--- src/pkg/ffrc_pkg.sv ---
/*
 constants for the reset, strap capture and reread control of a
 bus-matching fifo. assumes all inputs come from host logic on the same
 clock as the block.
*/
package ffrc_pkg;
    localparam int DATA_W = 36;
    localparam int OFS_W = 16;
    // port width codes
    localparam logic [1:0] WID_36 = 2'h0;
    localparam logic [1:0] WID_18 = 2'h1;
    localparam logic [1:0] WID_9 = 2'h2;
    // strap levels at full reset
    localparam logic LVL_BIG = 1'h0;
    localparam logic LVL_ZERO_LAT = 1'h0;
    localparam logic LVL_FALL_THROUGH = 1'h1;
    localparam logic LVL_INTERSPERSED = 1'h1;
    localparam logic LVL_SERIAL_LOAD = 1'h1;
    // reset values
    localparam logic [DATA_W-1:0] RST_WORD = 36'h0;
    localparam logic [1:0] RST_WIDTH = 2'h0;
    // default offsets indexed by {select_1, select_0, offset_access}
    localparam logic [OFS_W-1:0] DEF_OFS [8] = '{16'h0007, 16'h000f, 16'h001f,
        16'h003f, 16'h007f, 16'h00ff, 16'h01ff, 16'h03ff};
endpackage

--- src/rtl/ffrc_top.sv ---
/*
 reset, strap capture, bus matching and reread control of a fifo with a
 small word store. assumes one clock; host logic drives resets, straps,
 enables and data synchronously to i_clk.
*/
`timescale 1ns/10ps
module ffrc_top #(
    parameter int DEPTH = 16
) (
    input wire logic i_clk,
    input wire logic i_rst_n,
    input wire logic i_full_reset_n,
    input wire logic i_partial_reset_n,
    input wire logic i_reread_req_n,
    input wire logic i_fallthrough_select_serial_in,
    input wire logic i_width_match_select,
    input wire logic i_write_width_select,
    input wire logic i_read_width_select,
    input wire logic i_byte_order_select,
    input wire logic i_reread_latency_select,
    input wire logic i_almost_flag_timing_select,
    input wire logic i_parity_placement_select,
    input wire logic i_default_offset_select_0,
    input wire logic i_default_offset_select_1,
    input wire logic i_offset_access_enable_n,
    input wire logic i_serial_en_n,
    input wire logic i_write_en_n,
    input wire logic [35:0] i_write_data_lines,
    input wire logic i_read_en_n,
    output logic [35:0] o_read_data,
    output logic o_empty_indicator_n,
    output logic o_fall_through_mode,
    output logic [1:0] o_write_width,
    output logic [1:0] o_read_width,
    output logic o_byte_order,
    output logic o_reread_latency,
    output logic o_almost_flag_timing,
    output logic o_parity_placement,
    output logic [2:0] o_default_offset_sel,
    output logic o_serial_load_mode,
    output logic [15:0] o_empty_offset,
    output logic [15:0] o_full_offset
);
    localparam int AW = $clog2(DEPTH);
    localparam int PW = AW + 1;

    function automatic logic [1:0] last_idx(input logic [1:0] w);
        if (w == ffrc_pkg::WID_18) begin
            return 2'h1;
        end
        if (w == ffrc_pkg::WID_9) begin
            return 2'h3;
        end
        return 2'h0;
    endfunction

    function automatic logic [35:0] put_piece(input logic [35:0] acc, input logic [35:0] d,
                                              input logic [1:0] w, input logic [1:0] p);
        logic [35:0] r;
        r = acc;
        if (w == ffrc_pkg::WID_18) begin
            r[18*p +: 18] = d[17:0];
        end else if (w == ffrc_pkg::WID_9) begin
            r[9*p +: 9] = d[8:0];
        end else begin
            r = d;
        end
        return r;
    endfunction

    function automatic logic [35:0] get_piece(input logic [35:0] word, input logic [1:0] w,
                                              input logic [1:0] p);
        if (w == ffrc_pkg::WID_18) begin
            return {18'h0, word[18*p +: 18]};
        end
        if (w == ffrc_pkg::WID_9) begin
            return {27'h0, word[9*p +: 9]};
        end
        return word;
    endfunction

    function automatic logic [15:0] ofs_of(input logic [35:0] d, input logic inter);
        logic [31:0] v;
        v = d[31:0];
        if (inter == ffrc_pkg::LVL_INTERSPERSED) begin
            v = {d[34:27], d[25:18], d[16:9], d[7:0]};
        end
        return v[ffrc_pkg::OFS_W-1:0];
    endfunction

    logic [35:0] mem [DEPTH];
    logic [PW-1:0] wr_ptr, rd_ptr, next_wr_ptr, next_rd_ptr;
    logic [1:0] wsub, rsub, next_wsub, next_rsub;
    logic [35:0] wacc, next_wacc, next_read_data;
    logic out_valid, next_out_valid, next_empty_n, ofs_sel, next_ofs_sel;
    logic commit;
    logic next_ft, next_order, next_lat, next_aft, next_par, next_serial;
    logic [1:0] next_ww, next_rw;
    logic [2:0] next_dsel;
    logic [15:0] next_eofs, next_fofs;

    // configuration and offsets
    always_comb begin
        next_ft = o_fall_through_mode;
        next_ww = o_write_width;
        next_rw = o_read_width;
        next_order = o_byte_order;
        next_lat = o_reread_latency;
        next_aft = o_almost_flag_timing;
        next_par = o_parity_placement;
        next_dsel = o_default_offset_sel;
        next_serial = o_serial_load_mode;
        next_eofs = o_empty_offset;
        next_fofs = o_full_offset;
        next_ofs_sel = ofs_sel;
        if (!i_full_reset_n) begin
            next_ft = i_fallthrough_select_serial_in;
            next_ww = ffrc_pkg::WID_36;
            next_rw = ffrc_pkg::WID_36;
            if (i_width_match_select) begin
                unique case ({i_write_width_select, i_read_width_select})
                    2'h0: next_rw = ffrc_pkg::WID_18;
                    2'h1: next_rw = ffrc_pkg::WID_9;
                    2'h2: next_ww = ffrc_pkg::WID_18;
                    2'h3: next_ww = ffrc_pkg::WID_9;
                endcase
            end
            next_order = i_byte_order_select;
            next_lat = i_reread_latency_select;
            next_aft = i_almost_flag_timing_select;
            next_par = i_parity_placement_select;
            next_dsel = {i_default_offset_select_1, i_default_offset_select_0,
                         i_offset_access_enable_n};
            next_serial = (i_offset_access_enable_n == ffrc_pkg::LVL_SERIAL_LOAD);
            next_eofs = ffrc_pkg::DEF_OFS[next_dsel];
            next_fofs = ffrc_pkg::DEF_OFS[next_dsel];
            next_ofs_sel = 1'h0;
        end else if (!i_offset_access_enable_n && i_partial_reset_n) begin
            if (o_serial_load_mode && !i_serial_en_n) begin
                // serial bit shifts through empty then full offset
                {next_fofs, next_eofs} = {o_full_offset[14:0], o_empty_offset,
                                          i_fallthrough_select_serial_in};
            end else if (!o_serial_load_mode && !i_write_en_n) begin
                if (ofs_sel) begin
                    next_fofs = ofs_of(i_write_data_lines, o_parity_placement);
                end else begin
                    next_eofs = ofs_of(i_write_data_lines, o_parity_placement);
                end
                next_ofs_sel = !ofs_sel;
            end
        end
    end

    // store, pointers and output register
    always_comb begin
        logic [1:0] wp;
        logic [1:0] rp;
        logic rd_go;
        logic empty;
        wp = 2'h0;
        rp = 2'h0;
        rd_go = 1'h0;
        next_wr_ptr = wr_ptr;
        next_rd_ptr = rd_ptr;
        next_wsub = wsub;
        next_rsub = rsub;
        next_wacc = wacc;
        next_read_data = o_read_data;
        next_out_valid = out_valid;
        commit = 1'h0;
        empty = (wr_ptr == rd_ptr);
        if (!i_write_en_n && i_offset_access_enable_n
            && (wr_ptr - rd_ptr) != PW'(DEPTH)) begin
            wp = (o_byte_order == ffrc_pkg::LVL_BIG) ?
                 last_idx(o_write_width) - wsub : wsub;
            next_wacc = put_piece(wacc, i_write_data_lines, o_write_width, wp);
            next_wsub = wsub + 2'h1;
            if (wsub == last_idx(o_write_width)) begin
                commit = 1'h1;
                next_wsub = 2'h0;
                next_wr_ptr = wr_ptr + PW'(1);
            end
        end
        rd_go = !empty && i_offset_access_enable_n && (o_fall_through_mode ?
                (!out_valid || !i_read_en_n) : !i_read_en_n);
        if (!i_reread_req_n) begin
            next_rd_ptr = '0;
            next_rsub = 2'h0;
            next_out_valid = 1'h0;
            if (o_reread_latency == ffrc_pkg::LVL_ZERO_LAT) begin
                rp = (o_byte_order == ffrc_pkg::LVL_BIG) ? last_idx(o_read_width) : 2'h0;
                next_read_data = get_piece(mem[0], o_read_width, rp);
                next_out_valid = 1'h1;
                next_rsub = 2'h1;
                if (last_idx(o_read_width) == 2'h0) begin
                    next_rsub = 2'h0;
                    next_rd_ptr = PW'(1);
                end
            end
        end else if (rd_go) begin
            rp = (o_byte_order == ffrc_pkg::LVL_BIG) ?
                 last_idx(o_read_width) - rsub : rsub;
            next_read_data = get_piece(mem[rd_ptr[AW-1:0]], o_read_width, rp);
            next_out_valid = 1'h1;
            next_rsub = rsub + 2'h1;
            if (rsub == last_idx(o_read_width)) begin
                next_rsub = 2'h0;
                next_rd_ptr = rd_ptr + PW'(1);
            end
        end else if (!i_read_en_n) begin
            next_out_valid = 1'h0;
        end
        if (!i_full_reset_n || !i_partial_reset_n) begin
            next_wr_ptr = '0;
            next_rd_ptr = '0;
            next_wsub = 2'h0;
            next_rsub = 2'h0;
            next_wacc = ffrc_pkg::RST_WORD;
            next_read_data = ffrc_pkg::RST_WORD;
            next_out_valid = 1'h0;
            commit = 1'h0;
        end
        next_empty_n = o_fall_through_mode ? !next_out_valid : (next_wr_ptr != next_rd_ptr);
        if (!i_reread_req_n && i_full_reset_n && i_partial_reset_n) begin
            next_empty_n = o_fall_through_mode;
        end
    end

    always_ff @(posedge i_clk) begin
        if (commit) begin
            mem[wr_ptr[AW-1:0]] <= next_wacc;
        end
    end

    always_ff @(posedge i_clk or negedge i_rst_n) begin
        if (!i_rst_n) begin
            wr_ptr <= '0;
            rd_ptr <= '0;
            wsub <= 2'h0;
            rsub <= 2'h0;
            wacc <= ffrc_pkg::RST_WORD;
            o_read_data <= ffrc_pkg::RST_WORD;
            out_valid <= 1'h0;
            o_empty_indicator_n <= 1'h0;
            o_fall_through_mode <= 1'h0;
            o_write_width <= ffrc_pkg::RST_WIDTH;
            o_read_width <= ffrc_pkg::RST_WIDTH;
            o_byte_order <= 1'h0;
            o_reread_latency <= 1'h0;
            o_almost_flag_timing <= 1'h0;
            o_parity_placement <= 1'h0;
            o_default_offset_sel <= 3'h0;
            o_serial_load_mode <= 1'h0;
            o_empty_offset <= ffrc_pkg::DEF_OFS[0];
            o_full_offset <= ffrc_pkg::DEF_OFS[0];
            ofs_sel <= 1'h0;
        end else begin
            wr_ptr <= next_wr_ptr;
            rd_ptr <= next_rd_ptr;
            wsub <= next_wsub;
            rsub <= next_rsub;
            wacc <= next_wacc;
            o_read_data <= next_read_data;
            out_valid <= next_out_valid;
            o_empty_indicator_n <= next_empty_n;
            o_fall_through_mode <= next_ft;
            o_write_width <= next_ww;
            o_read_width <= next_rw;
            o_byte_order <= next_order;
            o_reread_latency <= next_lat;
            o_almost_flag_timing <= next_aft;
            o_parity_placement <= next_par;
            o_default_offset_sel <= next_dsel;
            o_serial_load_mode <= next_serial;
            o_empty_offset <= next_eofs;
            o_full_offset <= next_fofs;
            ofs_sel <= next_ofs_sel;
        end
    end

    wire run = i_full_reset_n && i_partial_reset_n;
    wire [35:0] first_word = mem[0];
    wire [8:0] cfg_all = {o_fall_through_mode, o_write_width, o_read_width, o_byte_order,
                          o_reread_latency, o_almost_flag_timing, o_parity_placement};
endmodule // ffrc_top

--- config.mk ---
export PLATFORM = sky130hd
export DESIGN_NAME = ffrc_top
export DESIGN_NICKNAME = d
export VERILOG_FILES = /design/src/pkg/ffrc_pkg.sv /design/src/rtl/ffrc_top.sv
export SDC_FILE = /design/constraint.sdc
export NUM_CORES = 1
export LEC_CHECK = 0
export BUFFER_PORTS_ARGS = -buffer_cell sky130_fd_sc_hd__buf_2
export CORE_MARGIN = 1.5
export CORE_UTILIZATION = 50
export DETAILED_ROUTE_END_ITERATION = 8
export MAX_ROUTING_LAYER = met4
export PLACE_DENSITY_LB_ADDON = 0.05
export SETUP_SLACK_MARGIN = 0.05
export SYNTH_ARGS = -nofsm -noshare
export SYNTH_HDL_FRONTEND = slang
export SYNTH_SLANG_ARGS = --single-unit
--- constraint.sdc ---
create_clock -name i_clk -period 8.09 [get_ports i_clk]
set_clock_uncertainty 0.1 [all_clocks]
set_input_delay 1.618 -clock i_clk [delete_from_list [all_inputs] [get_ports i_clk]]
set_output_delay 1.618 -clock i_clk [all_outputs]
set_load 0.02 [all_outputs]
==> impl_metrics.ini <==
[critical_path]
startpoint_type = flop
crit_arrival_ns = 5.56
worstSetupPathType = flop to flop
end_kind = flop
required_ns = 8.20
crit_fanout = 22

[floorplanning]
initial_core_util = 0.506
dieArea_mm2 = 0.0638
row_count = 91
pin_count = 137
core_mm2 = 0.0616
fp.dieW_um = 253
die_h_um = 253

[clock_tree]
cts_tree = yes
cts.clk_slew.worst_paths_ns = 0.07
cts_resized = 0
holdBufCountCts = 0
worst_skew_pair.late_latency_ns = 0.63
clockBufferDepth = 3
cts_buffers = 74
ctsHtreeMaxLevel = 3
postCtsSetupRepairBufs = 0
cts_root_buf = clkbuf_16
clkSinkCount = 709

[timing]
slew-limit-headroom = 0.123
fin_crit_sh = 0.674
setup_tns_ns = 0
final-max-slew-violation-count = 0
setup-violations-final = 0
holdWs_ns = 0.376
rsz0062_at_grt = no
timing.fmax_ghz = 0.183
setup_ws_ns = 2.64
tightest_slew_ns = 1.31
finalHoldViolCount = 0
period_minus_slack_ns = 5.45

[logic_synthesis]
synth_cells = 1944
yosysWarnings = 0
syn_nets = 2019
synth-edff-count = 576
yosysSeqAreaShare = 0.662
synthArstFlopShare = 0.188
synth_seq_cells = 709
synthesis.area_mm2 = 0.0312
ys.flop_type = edfxtp_1
ys_types = 68
avgSynthCellArea_um2 = 16.0

[place]
dpl_cell_area_mm2 = 0.0330
io_buffers = 136
hpwlAfterDp_mm = 60.2
pre_cts_ws_ns = 2.65
gp_congestion = 0.906
dp_cells = 2846

[power]
p_per_area_mw_per_mm2 = 225
total_power_mw = 7.96
leakagePower_nw = 12.3
vdd_drop_max_v = 0.000189

[cells_and_area]
antennaDiodeCount = 0
fin_util = 0.574
syn_to_final_growth_pct = 13.4
final_common_cell = edfxtp_1
multiInputGateArea_mm2 = 0.0100
fillers = 4798
regArea_mm2 = 0.0206
design_area_mm2 = 0.0353
layout_common_cells = edfxtp_1 (576), mux4_2 (198), nand2_1 (159)
final_layout_size_suffix_gt1_frac = 0.261
fin_cells = 2980
finalNetCount = 2161

[global_routing]
grt_pass1_vias = 18602
grt_max_degree = 78
antenna_found_initial = 2
grt_usage = 0.300
gr-total-overflow = 0
grt_pass1_wl_mm = 132

[drt]
drt_iter0_drc = 1932
wl_met2_mm = 43.7
route.met3.wl_mm = 5.90
ant_nets = 0
drt-met1-wl_mm = 38.6
post-route-drc-count = 0
vias_per_cell = 6.37
routedWlPerCell_um = 30.5
firstDrtPassIters = 6
routed_wl_mm = 91.0
vias = 18975
highest_layer = met4

[hold_path]
hold_path_class = flop to flop

[status]
status = complete, no violations

[job]
drv_cap = 0
-- cells by family (layout without fill, tap and decap cells) --
family,after synthesis,in the layout,share of synthesized area
AO/OA/AOI/OAI,410,410,0.0890
adder cells (fa/ha/maj),20,20,0.00803
buffers and inverters,163,362,0.0214
multiplexers,259,259,0.163
XOR/XNOR,20,20,0.00562
AND/OR/NAND/NOR,363,363,0.0505
flip-flops,709,709,0.662
-- routing by layer --
metal  GRT usage  up-vias
li1            -     8097
met1       0.419     9976
met2       0.461      769
met3      0.0412      133
met4      0.0946        0
met5           -        -
-- where the power goes --
| part | total, mW | switching, mW | internal [mW] |
|---|---|---|---|
| clock | 3.30 | 1.41 | 1.89 |
| sequential | 4.02 | 0.0448 | 3.97 |
| combinational | 0.650 | 0.431 | 0.220 |
-- critical path, stage by stage, from the launching register on --
cell,delay [ns]
dfrtp_1,0.39
inv_1,0.06
ha_1,0.29
ha_1,0.37
nor2_1,0.21
a21oi_2,0.04
buf_4,0.25
inv_2,0.36
ha_1,0.26
inv_2,0.20
nor2_1,0.52
nand2_1,0.37
nor2_1,0.20
a21oi_1,0.06
a21oi_1,0.16
a21oi_1,0.11
a21oi_1,1.05
-- cells in the mapped netlist, drive strengths merged, types with 4 or more instances --
cell,n,area [µm²]
edfxtp,576,17300
mux4,198,4460
nand2,159,597
dfrtp,127,3180
o21ai,112,561
nor2,105,394
clkbuf,89,337
a21oi,72,360
buf,51,244
mux2i,46,460
a22oi,38,285
nor3,24,125
inv,22,82.6
a221oi,21,184
a211oi,20,150
ha,20,250
nand3,20,100
a21o,18,135
a221o,18,180
a32o,17,170
mux2,15,169
o31ai,15,113
xnor2,14,123
a21boi,11,82.6
a31oi,10,62.6
nor2b,10,62.6
and2,9,56.3
nor4,8,50.1
nand2b,7,43.8
o221ai,7,61.3
o41ai,7,61.3
dfstp,6,158
xor2,6,52.6
and3,5,31.3
nand4,5,31.3
o21a,5,37.5
o22ai,5,31.3
a211o,4,35.0
a22o,4,35.0
o211ai,4,30.0
-- cell type report --
cell class,instances,area share
clock inverters,42,0.0108
clock buffers,91,0.0554
repair buffers,206,0.0345
multi-input cells,1072,0.283
inverters,23,0.00244
well taps,837,0.0296
flip-flops and latches,709,0.584
-- worst paths after layout --
| kind | start | to | slack [ns] | depth (start not counted) |
|---|---|---|---|---|
| max in group asynchronous | i_rst_n | o_read_data[8] | 5.53 | 2 |
| max | o_write_width[0] | mem[12][10] | 2.64 | 16 |
| min reg2reg | o_full_offset[15] | o_full_offset[15] | 0.38 | 2 |
| min | o_full_offset[15] | o_full_offset[15] | 0.38 | 2 |
| min in group asynchronous | i_rst_n | o_empty_offset[3] | 0.94 | 1 |
| max reg2reg | o_write_width[0] | mem[12][10] | 2.64 | 16 |
-- registers in the layout, summed over array words and instances (netlist names), 3 cells and up --
signal                cells
mem                     576
o_default_offset_sel      3
o_empty_offset           16
o_full_offset            16
o_read_data              36
rd_ptr                    5
wacc                     36
wr_ptr                    5
Power figures use the tool's default switching activity.
